**src/hdl/sscp_map.vh**
```
// Field positions, reset values and timing figures of the stepper serial configuration port
`ifndef SSCP_MAP_VH
`define SSCP_MAP_VH

// Serial word framing
`define SSCP_WORD_BITS      16
`define SSCP_BITCNT_W       5
`define SSCP_BITCNT_FULL    5'h10
`define SSCP_BITCNT_MAX     5'h1f
`define SSCP_SEL_BIT        15
`define SSCP_KEEP_BIT       14

// System configuration word fields
`define SSCP_CFG_TSC_BIT    12
`define SSCP_CFG_OL_BIT     11
`define SSCP_CFG_CD_HI      10
`define SSCP_CFG_CD_LO      6
`define SSCP_CFG_MS_HI      5
`define SSCP_CFG_MS_LO      4
`define SSCP_CFG_HLR_BIT    3
`define SSCP_CFG_TBK_BIT    2
`define SSCP_CFG_FRQ_HI     1
`define SSCP_CFG_FRQ_LO     0
`define SSCP_CFG_RESET      16'h0001

// Motor run control word fields
`define SSCP_RUN_DG_HI      12
`define SSCP_RUN_DG_LO      10
`define SSCP_RUN_SR_BIT     9
`define SSCP_RUN_DIS_BIT    8
`define SSCP_RUN_SC_HI      5
`define SSCP_RUN_SC_LO      0
`define SSCP_RUN_RESET      16'h8000

// Fault routing codes
`define SSCP_DG_ALL         3'h0
`define SSCP_DG_SUPPLY      3'h1
`define SSCP_DG_OPEN        3'h2
`define SSCP_DG_TEMP        3'h3

// Step size codes
`define SSCP_STEP_FULL      2'h0
`define SSCP_STEP_HALF      2'h1
`define SSCP_STEP_QUARTER   2'h2
`define SSCP_STEP_EIGHTH    2'h3

// Entry sequence phase codes
`define SSCP_SEQ_P0         2'h0
`define SSCP_SEQ_P1         2'h1
`define SSCP_SEQ_P2         2'h2
`define SSCP_SEQ_P3         2'h3

// Internal 4 MHz clock figures, times in ns
`define SSCP_INT_CLK_KHZ    4000
`define SSCP_OC_SHORT_NS    2000
`define SSCP_OC_LONG_NS     4000
`define SSCP_BLANK_LONG_NS  3500
`define SSCP_BLANK_SHORT_NS 1500
`define SSCP_PWM_00_NS      60000
`define SSCP_PWM_01_NS      46000
`define SSCP_PWM_10_NS      40000
`define SSCP_PWM_11_NS      32000
`define SSCP_OL_LOW_PCT     6'h14
`define SSCP_OL_HIGH_PCT    6'h1e

// Default serial mode timing, ns
`define SSCP_SEQ_HOLD_NS    5000
`define SSCP_ACK_PULSE_NS   10000
`define SSCP_EXIT_NS        2000
`define SSCP_CLK_PERIOD_NS  20

`endif

```
**src/hdl/sscp_sync.v**
```verilog
// Two flip-flop synchroniser for a group of pin inputs
`timescale 1ns/100ps
module sscp_sync #(
  parameter WIDTH = 4,
  parameter [WIDTH-1:0] INIT = {WIDTH{1'b0}}
) (
  // Clock, reset, enable
  input  wire             clk_in,
  input  wire             rst_n_in,
  input  wire             ce_in,
  // Pins and their synchronised copy
  input  wire [WIDTH-1:0] async_in,
  output wire [WIDTH-1:0] sync_out
);

  reg [WIDTH-1:0] meta_q;
  reg [WIDTH-1:0] sync_q;

  // The first stage feeds only the second stage
  always @(posedge clk_in or negedge rst_n_in)
  begin
    if (!rst_n_in)
    begin
      meta_q <= INIT;
      sync_q <= INIT;
    end
    else if (ce_in)
    begin
      meta_q <= async_in;
      sync_q <= meta_q;
    end
  end

  assign sync_out = sync_q;

endmodule // sscp_sync

```
**src/hdl/sscp_top.v**
```verilog
// Serial configuration port of a stepper driver: mode entry, 16-bit receiver, registers
// What this block does
// - Powers up in step/direction mode; serial port idle until entry accepted.
// - Step low at any time abandons the entry sequence back to its first phase.
// - Accepted entry inverts the fault pin for the acknowledge time.
// - In serial mode step, direction, resolution pins become strobe, data, clock.
// - Keep bit 0 in a transfer returns to step mode after the exit time.
// - Leaving serial mode restores pin functions and inverts the fault pin.
// - Acknowledge is an inversion of the live routed fault signal.
// - Data shifts on serial clock rising edges only while strobe is low.
// - After 16 bits the strobe rise latches the word and acts on it.
// - Any bit count other than 16 discards the word and sets write fault.
// - Write fault clears on valid transfer, power-on reset, or chip reset pulse.
// - Word is MSB first; bit 15 selects configuration or run register.
// - Configuration fields: keep, delay, open load, stall, table, recirc, blank, PWM.
// - Configuration resets to zero except PWM period select at binary 01.
// - Delay select gives 2 or 4 us overcurrent confirmation in 4 MHz ticks.
// - Open load level selects 20 or 30 percent of maximum current.
// - Stall threshold sets count difference; zero disables stall detection.
// - Table select maps resolution pin level to a step size.
// - Recirculation select chooses high side or low side slow decay path.
// - Blanking select gives 3.5 or 1.5 us in 4 MHz ticks.
// - PWM period select gives 60, 46, 40 or 32 us.
// - Fault route select picks all, supply, open load, temperature or stall.
// - Step increment is two's complement, moving the step angle number.
// - Bridge off set disables both bridges; reset leaves them enabled.
`timescale 1ns/100ps
`include "sscp_map.vh"
module sscp_top #(
  parameter CLK_PERIOD_NS = `SSCP_CLK_PERIOD_NS,
  parameter SEQ_HOLD_NS   = `SSCP_SEQ_HOLD_NS,
  parameter ACK_PULSE_NS  = `SSCP_ACK_PULSE_NS,
  parameter EXIT_NS       = `SSCP_EXIT_NS,
  parameter CNT_W         = 16
) (
  // Clock, reset, enable
  input  wire       clk_sys_in,
  input  wire       rst_n_in,
  input  wire       ce_in,
  // Motion control pins, shared with the serial port
  input  wire       motion_pulse_in,
  input  wire       rotation_sense_in,
  input  wire       resolution_select_in,
  input  wire       chip_reset_n_in,
  // Fault sources from the diagnostics, active high
  input  wire       fault_supply_in,
  input  wire       fault_open_load_in,
  input  wire       fault_temp_in,
  input  wire       fault_stall_in,
  input  wire       fault_short_in,
  // Fault pin, active low
  output reg        fault_indicator_out,
  // Mode and step/direction routing
  output reg        serial_mode_out,
  output reg        step_pulse_out,
  output reg        step_dir_out,
  output reg  [1:0] step_size_out,
  // Configuration derived settings
  output reg  [7:0] oc_delay_ticks_out,
  output reg  [5:0] open_load_pct_out,
  output reg  [4:0] stall_threshold_out,
  output reg        stall_detect_en_out,
  output reg        recirc_low_side_out,
  output reg  [7:0] blank_ticks_out,
  output reg  [7:0] pwm_period_ticks_out,
  // Run settings
  output reg  [2:0] fault_route_select_out,
  output reg        diode_recirc_out,
  output reg        bridge_off_out,
  output reg  [5:0] step_increment_out,
  output reg  [5:0] step_angle_out,
  // Write events and write fault
  output reg        cfg_write_out,
  output reg        run_write_out,
  output reg        serial_write_fault_out
);

  // Cycle counts: least times round up, none below one cycle
  localparam integer SEQ_HOLD_RAW = (SEQ_HOLD_NS + CLK_PERIOD_NS - 1) / CLK_PERIOD_NS;
  localparam integer ACK_RAW      = (ACK_PULSE_NS + CLK_PERIOD_NS - 1) / CLK_PERIOD_NS;
  localparam integer EXIT_RAW     = (EXIT_NS + CLK_PERIOD_NS - 1) / CLK_PERIOD_NS;
  localparam [CNT_W-1:0] CNT_ZERO     = {CNT_W{1'b0}};
  localparam [CNT_W-1:0] CNT_ONE      = {{(CNT_W-1){1'b0}}, 1'b1};
  localparam [CNT_W-1:0] SEQ_HOLD_CYC = (SEQ_HOLD_RAW < 1) ? CNT_ONE : SEQ_HOLD_RAW[CNT_W-1:0];
  localparam [CNT_W-1:0] ACK_CYC      = (ACK_RAW < 1) ? CNT_ONE : ACK_RAW[CNT_W-1:0];
  localparam [CNT_W-1:0] EXIT_CYC     = (EXIT_RAW < 1) ? CNT_ONE : EXIT_RAW[CNT_W-1:0];

  // Nanoseconds to internal 4 MHz clock ticks
  function [7:0] ns_to_ticks;
    input integer ns;
    integer t;
    begin
      t = (ns * `SSCP_INT_CLK_KHZ) / 1000000;
      ns_to_ticks = t[7:0];
    end
  endfunction

  // Step size from table select and resolution pin level
  function [1:0] step_size;
    input [1:0] tbl;
    input       ms;
    begin
      case (tbl)
        2'h0:    step_size = ms ? `SSCP_STEP_QUARTER : `SSCP_STEP_HALF;
        2'h1:    step_size = ms ? `SSCP_STEP_HALF    : `SSCP_STEP_FULL;
        2'h2:    step_size = ms ? `SSCP_STEP_QUARTER : `SSCP_STEP_FULL;
        default: step_size = ms ? `SSCP_STEP_EIGHTH  : `SSCP_STEP_HALF;
      endcase
    end
  endfunction

  // Reset release through two flip-flops
  reg  rst_meta_q;
  reg  rst_sync_q;
  wire rst_n;

  always @(posedge clk_sys_in or negedge rst_n_in)
  begin
    if (!rst_n_in)
    begin
      rst_meta_q <= 1'b0;
      rst_sync_q <= 1'b0;
    end
    else
    begin
      rst_meta_q <= 1'b1;
      rst_sync_q <= rst_meta_q;
    end
  end

  assign rst_n = rst_sync_q;

  // Pin synchroniser: step, direction, resolution, chip reset
  wire [3:0] pins_s;
  wire       step_s;
  wire       dir_s;
  wire       ms_s;
  wire       chip_rst_n_s;

  sscp_sync #(
    .WIDTH (4),
    .INIT  (4'h8)
  ) u_sync (
    .clk_in   (clk_sys_in),
    .rst_n_in (rst_n),
    .ce_in    (ce_in),
    .async_in ({chip_reset_n_in, resolution_select_in, rotation_sense_in, motion_pulse_in}),
    .sync_out (pins_s)
  );

  assign step_s       = pins_s[0];
  assign dir_s        = pins_s[1];
  assign ms_s         = pins_s[2];
  assign chip_rst_n_s = pins_s[3];

  // State
  reg                        serial_q;
  reg  [1:0]                 seq_q;
  reg                        seq_done_q;
  reg  [CNT_W-1:0]           seq_cnt_q;
  reg  [1:0]                 pat_prev_q;
  reg  [CNT_W-1:0]           ack_cnt_q;
  reg  [CNT_W-1:0]           exit_cnt_q;
  reg                        strobe_prev_q;
  reg                        sck_prev_q;
  reg  [`SSCP_WORD_BITS-1:0] shift_q;
  reg  [`SSCP_BITCNT_W-1:0]  bit_cnt_q;
  reg  [`SSCP_WORD_BITS-1:0] cfg_q;
  reg  [`SSCP_WORD_BITS-1:0] run_q;
  reg                        wr_fault_q;
  reg  [5:0]                 angle_q;
  reg                        cfg_wr_q;
  reg                        run_wr_q;

  // Pattern is {resolution, direction}; phases 0 and 2 share a pattern
  wire [1:0] pat          = {ms_s, dir_s};
  wire       pat_changed  = (pat != pat_prev_q);
  wire       pat_a        = (pat == 2'h2);
  wire       pat_b        = (pat == 2'h1);
  wire       cur_match    = (seq_q == `SSCP_SEQ_P1) ? pat_b :
                            (seq_q == `SSCP_SEQ_P3) ? dir_s : pat_a;
  wire       next_match   = (seq_q == `SSCP_SEQ_P0) ? pat_b :
                            (seq_q == `SSCP_SEQ_P1) ? pat_a : dir_s;
  wire       enter_serial = !serial_q && step_s && (seq_q == `SSCP_SEQ_P3) && cur_match &&
                            (seq_cnt_q == SEQ_HOLD_CYC);

  // Serial events; strobe, data and clock are the reused pins
  wire strobe_n  = step_s;
  wire serial_data_in       = dir_s;
  wire sck       = ms_s;
  wire sck_rise  = serial_q && !strobe_n && sck && !sck_prev_q;
  wire strb_rise = serial_q && strobe_n && !strobe_prev_q;
  wire word_ok   = strb_rise && (bit_cnt_q == `SSCP_BITCNT_FULL);
  wire word_bad  = strb_rise && (bit_cnt_q != `SSCP_BITCNT_FULL);
  wire exit_done = (exit_cnt_q == CNT_ONE);

  // Entry sequence: phase counter timed per held pattern, reset by step low
  always @(posedge clk_sys_in or negedge rst_n)
  begin
    if (!rst_n)
    begin
      seq_q      <= `SSCP_SEQ_P0;
      seq_done_q <= 1'b0;
      seq_cnt_q  <= CNT_ZERO;
      pat_prev_q <= 2'h0;
    end
    else if (ce_in)
    begin
      pat_prev_q <= pat;
      if (serial_q || !step_s || enter_serial)
      begin
        seq_q      <= `SSCP_SEQ_P0;
        seq_done_q <= 1'b0;
        seq_cnt_q  <= CNT_ZERO;
      end
      else if (pat_changed)
      begin
        seq_cnt_q <= CNT_ZERO;
        if (seq_done_q && next_match)
        begin
          seq_q      <= seq_q + 2'h1;
          seq_done_q <= 1'b0;
        end
      end
      else if (cur_match && seq_cnt_q != SEQ_HOLD_CYC)
        seq_cnt_q <= seq_cnt_q + CNT_ONE;
      else if (cur_match && seq_q != `SSCP_SEQ_P3)
        seq_done_q <= 1'b1;
    end
  end

  // Mode, acknowledge timer and exit timer
  always @(posedge clk_sys_in or negedge rst_n)
  begin
    if (!rst_n)
    begin
      serial_q   <= 1'b0;
      ack_cnt_q  <= CNT_ZERO;
      exit_cnt_q <= CNT_ZERO;
    end
    else if (ce_in)
    begin
      if (enter_serial)
      begin
        serial_q  <= 1'b1;
        ack_cnt_q <= ACK_CYC;
      end
      else if (exit_done)
      begin
        serial_q   <= 1'b0;
        exit_cnt_q <= CNT_ZERO;
        ack_cnt_q  <= ACK_CYC;
      end
      else
      begin
        if (ack_cnt_q != CNT_ZERO)
          ack_cnt_q <= ack_cnt_q - CNT_ONE;
        if (word_ok && !shift_q[`SSCP_KEEP_BIT])
          exit_cnt_q <= EXIT_CYC;
        else if (exit_cnt_q != CNT_ZERO)
          exit_cnt_q <= exit_cnt_q - CNT_ONE;
      end
    end
  end

  // Receiver: shift MSB first while strobe low, count edges, judge on strobe rise
  always @(posedge clk_sys_in or negedge rst_n)
  begin
    if (!rst_n)
    begin
      strobe_prev_q <= 1'b1;
      sck_prev_q    <= 1'b0;
      shift_q       <= {`SSCP_WORD_BITS{1'b0}};
      bit_cnt_q     <= {`SSCP_BITCNT_W{1'b0}};
      wr_fault_q    <= 1'b0;
    end
    else if (ce_in)
    begin
      strobe_prev_q <= strobe_n;
      sck_prev_q    <= sck;
      if (!serial_q || strobe_n)
        bit_cnt_q <= {`SSCP_BITCNT_W{1'b0}};
      else if (sck_rise)
      begin
        shift_q <= {shift_q[`SSCP_WORD_BITS-2:0], serial_data_in};
        if (bit_cnt_q != `SSCP_BITCNT_MAX)
          bit_cnt_q <= bit_cnt_q + 5'h01;                    // Saturates so long words stay invalid
      end
      // A bad word sets the fault even if a clear arrives together
      if (word_bad)
        wr_fault_q <= 1'b1;
      else if (word_ok || !chip_rst_n_s)
        wr_fault_q <= 1'b0;
    end
  end

  // Register latch on a valid word, and step angle update on run writes
  always @(posedge clk_sys_in or negedge rst_n)
  begin
    if (!rst_n)
    begin
      cfg_q    <= `SSCP_CFG_RESET;
      run_q    <= `SSCP_RUN_RESET;
      angle_q  <= 6'h00;
      cfg_wr_q <= 1'b0;
      run_wr_q <= 1'b0;
    end
    else if (ce_in)
    begin
      cfg_wr_q <= word_ok && !shift_q[`SSCP_SEL_BIT];
      run_wr_q <= word_ok && shift_q[`SSCP_SEL_BIT];
      if (word_ok && shift_q[`SSCP_SEL_BIT])
      begin
        run_q   <= shift_q;
        angle_q <= angle_q + shift_q[`SSCP_RUN_SC_HI:`SSCP_RUN_SC_LO];
      end
      else if (word_ok)
        cfg_q <= shift_q;
    end
  end

  // Fault routing; all faults also include the serial write fault
  wire [2:0] dg = run_q[`SSCP_RUN_DG_HI:`SSCP_RUN_DG_LO];
  wire any_fault = fault_supply_in | fault_open_load_in | fault_temp_in |
                   fault_stall_in | fault_short_in | wr_fault_q;
  wire routed = dg[2]                 ? fault_stall_in     :
                (dg == `SSCP_DG_SUPPLY) ? fault_supply_in  :
                (dg == `SSCP_DG_OPEN)   ? fault_open_load_in :
                (dg == `SSCP_DG_TEMP)   ? fault_temp_in    : any_fault;

  // Registered outputs; settings are decoded here so the pins see flip-flops only
  always @(posedge clk_sys_in or negedge rst_n)
  begin
    if (!rst_n)
    begin
      fault_indicator_out    <= 1'b1;
      serial_mode_out        <= 1'b0;
      step_pulse_out         <= 1'b0;
      step_dir_out           <= 1'b0;
      step_size_out          <= `SSCP_STEP_HALF;
      oc_delay_ticks_out     <= 8'h00;
      open_load_pct_out      <= 6'h00;
      stall_threshold_out    <= 5'h00;
      stall_detect_en_out    <= 1'b0;
      recirc_low_side_out    <= 1'b0;
      blank_ticks_out        <= 8'h00;
      pwm_period_ticks_out   <= 8'h00;
      fault_route_select_out <= 3'h0;
      diode_recirc_out       <= 1'b0;
      bridge_off_out         <= 1'b0;
      step_increment_out     <= 6'h00;
      step_angle_out         <= 6'h00;
      cfg_write_out          <= 1'b0;
      run_write_out          <= 1'b0;
      serial_write_fault_out <= 1'b0;
    end
    else if (ce_in)
    begin
      // Live fault inverted while acknowledging, so a fault change shows mid-pulse
      fault_indicator_out    <= ~routed ^ (ack_cnt_q != CNT_ZERO);
      serial_mode_out        <= serial_q;
      // Step and direction pins pass through only in step mode; the resolution pin feeds the step size in both modes
      step_pulse_out         <= !serial_q && step_s;
      step_dir_out           <= !serial_q && dir_s;
      step_size_out          <= step_size(cfg_q[`SSCP_CFG_MS_HI:`SSCP_CFG_MS_LO], ms_s);
      oc_delay_ticks_out     <= cfg_q[`SSCP_CFG_TSC_BIT] ? ns_to_ticks(`SSCP_OC_LONG_NS) :
                                                           ns_to_ticks(`SSCP_OC_SHORT_NS);
      open_load_pct_out      <= cfg_q[`SSCP_CFG_OL_BIT] ? `SSCP_OL_HIGH_PCT : `SSCP_OL_LOW_PCT;
      stall_threshold_out    <= cfg_q[`SSCP_CFG_CD_HI:`SSCP_CFG_CD_LO];
      stall_detect_en_out    <= (cfg_q[`SSCP_CFG_CD_HI:`SSCP_CFG_CD_LO] != 5'h00);
      recirc_low_side_out    <= cfg_q[`SSCP_CFG_HLR_BIT];
      blank_ticks_out        <= cfg_q[`SSCP_CFG_TBK_BIT] ? ns_to_ticks(`SSCP_BLANK_SHORT_NS) :
                                                           ns_to_ticks(`SSCP_BLANK_LONG_NS);
      case (cfg_q[`SSCP_CFG_FRQ_HI:`SSCP_CFG_FRQ_LO])
        2'h0:    pwm_period_ticks_out <= ns_to_ticks(`SSCP_PWM_00_NS);
        2'h1:    pwm_period_ticks_out <= ns_to_ticks(`SSCP_PWM_01_NS);
        2'h2:    pwm_period_ticks_out <= ns_to_ticks(`SSCP_PWM_10_NS);
        default: pwm_period_ticks_out <= ns_to_ticks(`SSCP_PWM_11_NS);
      endcase
      fault_route_select_out <= dg;
      diode_recirc_out       <= run_q[`SSCP_RUN_SR_BIT];
      bridge_off_out         <= run_q[`SSCP_RUN_DIS_BIT];
      step_increment_out     <= run_q[`SSCP_RUN_SC_HI:`SSCP_RUN_SC_LO];
      step_angle_out         <= angle_q;
      cfg_write_out          <= cfg_wr_q;
      run_write_out          <= run_wr_q;
      serial_write_fault_out <= wr_fault_q;
    end
  end

endmodule // sscp_top

```
**config.mk**
```make
export PLATFORM = sky130hd
export DESIGN_NAME = sscp_top
export DESIGN_NICKNAME = d
export VERILOG_FILES = /design/src/hdl/sscp_sync.v /design/src/hdl/sscp_top.v
export VERILOG_INCLUDE_DIRS = /design/src /design/src/hdl
export SDC_FILE = /design/constraint.sdc
export NUM_CORES = 1
export LEC_CHECK = 0
export BUFFER_PORTS_ARGS = -buffer_cell sky130_fd_sc_hd__buf_2
export CORE_ASPECT_RATIO = 2
export CORE_MARGIN = 4
export CORE_UTILIZATION = 41
export DETAILED_ROUTE_END_ITERATION = 8
export PLACE_DENSITY = 0.63
export SYNTH_ARGS = -nofsm -noshare
export SYNTH_HDL_FRONTEND = slang
export SYNTH_HIERARCHICAL = 1
export SYNTH_SLANG_ARGS = --single-unit
```
**constraint.sdc**
```tcl
create_clock -name clk_sys_in -period 5.86 [get_ports clk_sys_in]
set_input_delay 0 -clock clk_sys_in [delete_from_list [all_inputs] [get_ports clk_sys_in]]
set_output_delay 0 -clock clk_sys_in [all_outputs]
set_load 0.02 [all_outputs]
```
# ---- Word-level counts from Yosys, hierarchy flattened
# Cells that the tools add are included.
dict set report word_totals {
  wordCells 175
  out_inout_bits 63
  inputBits 12
  register_bits 185
}
dict set report op_classes {
  n_mux 41
  addsub 6
  bitwise 10
  n_reduce_logical 56
  n_eq_ne 21
}
# op n
set ops {}
lappend ops {{$mux 16} 9}
lappend ops {{$reduce_bool 16->1} 2}
lappend ops {{$sub 16x1->16 const B} 2}
lappend ops {{$pmux 7 s3} 1}
lappend ops {{$mux 5} 4}
lappend ops {{$logic_and 1x1->1} 18}
lappend ops {{$mux 1} 18}
lappend ops {{$add 16x1->16 const B} 1}
lappend ops {{$eq 16x1->1 const B} 1}
lappend ops {{$eq 16x8->1 const B} 1}
lappend ops {{$ne 16x8->1 const B} 1}
lappend ops {{$reduce_and 3->1} 5}
lappend ops {{$mux 2} 6}
lappend ops {{$reduce_bool 2->1} 6}
lappend ops {{$reduce_bool 3->1} 4}
lappend ops {{$ne 5x5->1 const B} 2}
lappend ops {{$reduce_and 2->1} 5}
lappend ops {{$eq 2x1->1 const B} 4}
lappend ops {{$eq 2x2->1 const B} 4}
lappend ops {{$mux 4} 2}
lappend ops {{$logic_not 1->1} 7}
lappend ops {{$add 6x6->6} 1}
lappend ops {{$eq 3x2->1 const B} 2}
lappend ops {{$logic_not 2->1} 3}
lappend ops {{15 further kinds} 25}

# ---- Depth between registers and ports, before layout
dict set report depth {
  ltp_word 11
  mapped_depth 9
  depth_no_buf 8
}

# ---- Cells and area by module
# The synthesis kept the hierarchy.
# module cells_each area_per_inst_um2 seq_area_each_um2 instances
set modules_own_cells {}
lappend modules_own_cells {sscp_top 707 7771.2 3833.7 1}
lappend modules_own_cells {sscp_sync 17 334.1 202.7 1}

# ---- Worst setup path before layout
# Ideal clock, no wire load.
dict set report synth_timing {
  path_kind {flip-flop to flip-flop}
  start {register seq_q[0]}
  end {register seq_cnt_q[7]}
  setup_slack_ps 3805
  path_buffers 1
  t_arrival_ps 1978
  setup_time_ps 77
  path_stages_with_launch 8
  synth_period_minus_slack_ps 2055
  t_required_ps 5783
  cell_sequence {dfrtp_1 > ha_1 > nand2b_1 > a21boi_1 > o211ai_1 > buf_2 > or4_1 > a21oi_1}
}
dict set report synth_via {
  elab_chain_cells 8
  word_cells_on_any_way 12
  cone_classes {2 x eq/ne; 3 x mux; 7 x reduce/logical}
}
# element line_no
set synth_rtl {}
lappend synth_rtl {{start, declared} sscp_top.v:158} ;# reg [1:0] seq_q;
lappend synth_rtl {{start signal, assigned} sscp_top.v:202} ;# seq_q <= `SSCP_SEQ_P0;
lappend synth_rtl {{start signal, assigned} sscp_top.v:212} ;# seq_q <= `SSCP_SEQ_P0;
lappend synth_rtl {{start signal, assigned} sscp_top.v:221} ;# seq_q <= seq_q + 2'h1;
lappend synth_rtl {{$eq 2x2->1 (no line)} n/a}
lappend synth_rtl {{$mux 1} sscp_top.v:181} ;# (seq_q == `SSCP_SEQ_P3) ? dir_s : pat_a;
lappend synth_rtl {{$mux 1} sscp_top.v:180} ;# wire cur_match = (seq_q == `SSCP_SEQ_P1) ? pat_b :
lappend synth_rtl {{$logic_and 1x1->1 (2 in a row)} sscp_top.v:184} ;# wire enter_serial = !serial_q && step_s && (seq_q == `SSCP_SEQ_P3) && cur_match &&
lappend synth_rtl {{$logic_or 1x1->1} sscp_top.v:210} ;# if (serial_q || !step_s || enter_serial)
lappend synth_rtl {{$reduce_bool 3->1 (no line)} n/a}
lappend synth_rtl {{$reduce_and 2->1 (no line)} n/a}
lappend synth_rtl {{end signal, assigned} sscp_top.v:226} ;# seq_cnt_q <= seq_cnt_q + CNT_ONE;
lappend synth_rtl {{end, declared} sscp_top.v:160} ;# reg [CNT_W-1:0] seq_cnt_q;
# Several ways; a longest one is shown, not always the timed one.
# A chain may end at the register's enable or synchronous reset.

# ---- Worst setup path in the final report
dict set report layout_timing {
  start {register seq_cnt_q[11]}
  end {register exit_cnt_q[12]}
}
dict set report layout_via {
  elab_chain_cells 4
}
# element line_no
set layout_rtl {}
lappend layout_rtl {{$eq 16x8->1} sscp_top.v:185} ;# (seq_cnt_q == SEQ_HOLD_CYC);
lappend layout_rtl {{$logic_and 1x1->1} sscp_top.v:184}
lappend layout_rtl {{$not 1->1 (no line)} n/a}
lappend layout_rtl {{$reduce_and 3->1 (no line)} n/a}
lappend layout_rtl {{end signal, assigned} sscp_top.v:261} ;# exit_cnt_q <= exit_cnt_q - CNT_ONE;
lappend layout_rtl {{end, declared} sscp_top.v:163} ;# reg [CNT_W-1:0] exit_cnt_q;
# Every way passes these cells.

==> run_results.csv <==
group,metric,value,unit
outcome,status,"finished, final reports clean",
power_and_ir_drop,pwr-share-clk,0.389,
layout,synthToLayoutAreaGrowth,13.2,%
clock_network,path_clk_slew,0.07,ns
timing,final.setup.tns,0,ns
power_and_ir_drop,p_seq_frac,0.467,
worst_setup_path,critPathTopFamily,"compound AO/OA/AOI/OAI gates",
layout,post_route_cells_drive_above_1_share,0.268,
worst_setup_path,r2r_slack,3.09,ns
min_path,min_path_type,"input port to register",
global_routing,grt_max_degree,73,
floorplanning,die_w,107,µm
detailed_routing,dr.pass1.iters,7,
worst_setup_path,cp_num_cells,5,
detailed_routing,drt_iter0_markers,237,
worst_setup_path,cp.required,6.22,ns
logic_synthesis,avgSynthCellArea,11.2,µm²
floorplanning,rows,72,
clock_network,root_buffer,"clkbuf_16",
timing,slew_headroom,0.295,
clock_network,htree_levels,4,
worst_setup_path,crit_slowest_cell,"o21ai_1",
logic_synthesis,synth_enable_flop_cells,0,
detailed_routing,drt-wirelength-per-cell,16.5,µm
power_and_ir_drop,power_density,317,mW/mm²
logic_synthesis,async_flop_share,1.00,
logic_synthesis,netlist_instances,724,
clock_network,cts_tree,"done",
detailed_routing,ant_nets,0,
global_routing,grt.overflow.total,0,
clock_network,clock_latency,0.42,ns
clock_network,clkSinkCount,161,
power_and_ir_drop,internal_power,0.00207,W
logic_synthesis,yosysSeqAreaShare,0.498,
logic_synthesis,netlist.area_leader.share,0.479,
floorplanning,dieArea,0.0222,mm²
layout,fillers,1774,
detailed_routing,wirelength,17300,µm
logic_synthesis,synth_seq_cells,161,
timing,period_needed,2.77,ns
timing,period_share,0.472,
worst_setup_path,startpoint,"seq_cnt_q[11]",
timing,rsz0062_at_grt,"false",
power_and_ir_drop,p_leak,4.21,nW
layout,diodes,0,
floorplanning,initial_utilization,0.418,
floorplanning,fp.dieH,207,µm
power_and_ir_drop,peakVddDrop,0.213,mV
logic_synthesis,synth_area_leaders,"dfrtp_1 (48%), mux2_2 (9.4%), o21ai_0 (2.7%), ha_1 (2.5%), a21oi_1 (2.2%)",
layout,nets,802,
run,maxCapViolCount,0,
logic_synthesis,ys_warn_count,6,
worst_setup_path,end_kind,"register",
timing,holdWs,0.0694,ns
power_and_ir_drop,swShare,0.290,
detailed_routing,vias,5701,
logic_synthesis,netlist_area,0.00811,mm²
global_routing,antenna_found_initial,0,
worst_setup_path,slowest_delay,0.80,ns
clock_network,clock_path_buffers,2,
logic_synthesis,yosysTopAreaCell,"dfrtp_1",
detailed_routing,drcViolationCount,0,
clock_network,cts_resized,0,
worst_setup_path,r2r_start,"seq_cnt_q[11]",
logic_synthesis,ys_types,79,
logic_synthesis,synthFlopType,"dfrtp_1",
worst_setup_path,path_buf_inv,0,
worst_setup_path,crit_path_cell_trace,"nor4_1 > nand4_1 > o21ai_1 > a21oi_1 > o21ba_2",
detailed_routing,routed_via_density,5.46,
power_and_ir_drop,p_switching,0.000845,W
placed_design,portBuffers,58,
global_routing,grt_pass1_wl,29000,µm
worst_setup_path,endpoint,"exit_cnt_q[12]",
timing,slew_viol_final,0,
placed_design,dp_hpwl,12300,µm
worst_setup_path,critPathMaxFanout,14,
timing,max_freq,0.361,GHz
floorplanning,placeableCoreArea,0.0194,mm²
clock_network,cts_buffers,17,
worst_setup_path,timing.rr.end,"exit_cnt_q[12]",
power_and_ir_drop,p_comb_frac,0.144,
timing,hold_viol_final,0,
timing,setup_viol_count_final,0,
worst_setup_path,critPathKind,"register to register",
floorplanning,io_pins,75,
global_routing,track_usage,0.165,
worst_setup_path,ff2ff_path_depth,5,
timing,finClkSkew,0.00884,ns
timing,worstMarginPinSlew,1.05,ns
global_routing,grt_pass1_vias,5849,
worst_setup_path,start_kind,"register",
placed_design,gp_congestion,0.770,
worst_setup_path,cp_data_arrival_time,3.13,ns
[sequential cells by signal, summed over array words and instances, names as in the netlist, 3 cells and up]
name / cells
seq_cnt_q: 16
pwm_period_ticks_out: 4
angle_q: 6
cfg_q: 13
step_increment_out: 6
ack_cnt_q: 16
stall_threshold_out: 5
run_q: 11
u_sync/meta_q: 4
bit_cnt_q: 5
step_angle_out: 6
fault_route_select_out: 3
exit_cnt_q: 16
u_sync/sync_out: 4
shift_q: 16
[worst reg2reg max path: stages, from the launching register on]
cell and delay (ns):
dfrtp_1 0.43, nor4_1 0.41, nand4_1 0.37, o21ai_1 0.80
a21oi_1 0.37, o21ba_2 0.33
[layer usage]
metal | part of all wire | global-route usage | up-vias
li1 | - | - | 2697
met1 | 0.38 | 0.174 | 2873
met2 | 0.57 | 0.318 | 103
met3 | 0.026 | 0.0314 | 28
met4 | 0.021 | 0.0623 | 0
met5 | 0 | 0 | -
[power groups by stage]
| stage | logic, W | registers, W | clock network (W) |
|---|---|---|---|
| 4_1_cts | 0.000423 | 0.00136 | 0.00116 |
| 2_1_floorplan | 0.000338 | 0.00135 | 0 |
| 3_5_place_dp | 0.000418 | 0.00138 | 0 |
| 5_1_grt | 0.000471 | 0.00138 | 0.00120 |
| 6_report | 0.000418 | 0.00136 | 0.00113 |
| 3_3_place_gp | 0.000411 | 0.00138 | 0 |
[cell families after synthesis]
kind of cell,count (synthesis),share of synthesized area
muxes,93,0.130
other,2,0.000927
buffers and inverters,84,0.0543
DFF,161,0.498
xor gates and xnor gates,9,0.00972
adders and majority gates,17,0.0272
AOI/OAI and AO/OA,173,0.144
and+or+nand+nor,185,0.135
[worst min-delay path by stage]
| stage | from | to | slack (ns) | cells after the start |
|---|---|---|---|---|
| after global placement | rst_n_in | rst_meta_q | -0.21 | 1 |
| after detailed placement | rst_n_in | rst_meta_q | -0.21 | 1 |
| final | fault_stall_in | fault_indicator_out | 0.07 | 4 |
| after floorplan | rst_n_in | rst_meta_q | -0.30 | 0 |
| after global routing | fault_stall_in | fault_indicator_out | 0.06 | 4 |
| after CTS | fault_stall_in | fault_indicator_out | 0.07 | 4 |
[layout by cell type (no fill, tap or decap), types with 4 or more instances in the layout]
cell and count:
dfrtp_1 154, mux2_2 68, buf_2 57, nand2_1 45, o21ai_0 44, a21oi_1 36, nor2_1 28, inv_1 26
o31ai_1 18, a21o_1 17, mux2i_1 17, conb_1 17, clkbuf_16 17, or4_1 16, ha_1 16, nor3_1 13
nand4_1 11, nor4_1 10, nand3_1 10, buf_4 9, nand2b_1 8, mux2_4 8, or3_1 7, dfstp_2 6
dlygate4sd3_1 6, o211ai_1 5, xor2_1 5, o22ai_1 5, nand3b_1 4, xnor2_1 4, o21ba_2 4, a22o_1 4
a211oi_1 4, inv_6 4
[stage by stage]
step	setup WS (ns)	total power (W)	util	area [µm²]	cells
2_1_floorplan	1.05	0.00169	-	8160	739
3_3_place_gp	3.22	0.00179	0.439	8510	1007
3_5_place_dp	3.13	0.00180	0.439	8510	1007
4_1_cts	3.11	0.00294	0.474	9170	1045
5_1_grt	2.83	0.00306	0.474	9170	1045
6_report	3.09	0.00291	0.474	9170	1045
[final cells by class]
cell class / instances / area, µm² / share of cell area
multi-input cells: 494 / 3690 / 0.403
repair buffers: 72 / 413 / 0.0450
well taps: 259 / 324 / 0.0353
inverters: 27 / 101 / 0.0110
flip-flops and latches: 161 / 4040 / 0.440
clock inverters: 13 / 149 / 0.0162
clock buffers: 19 / 453 / 0.0494
[repair_timing]
item,4_1_cts,5_1_grt
endpoints found under the hold margin,6,0
hold buffers,6,0
buffers inserted,0,0
[synth_stat cells, types with 4 or more instances]
cell	number
a211oi_1	4
a21o_1	17
a21oi_1	36
a22o_1	4
buf_2	10
buf_4	22
buf_6	4
clkbuf_1	19
dfrtp_1	155
dfstp_2	6
ha_1	16
inv_1	26
mux2_2	68
mux2_4	8
mux2i_1	17
nand2_1	45
nand2b_1	8
nand3_1	10
nand3b_1	4
nand4_1	11
nor2_1	28
nor3_1	13
nor4_1	10
o211ai_1	5
o21ai_0	44
o21ba_2	4
o22ai_1	5
o31ai_1	18
or3_1	7
or4_1	16
xnor2_1	4
xor2_1	5
No activity file was read; power rests on OpenSTA's default activity.
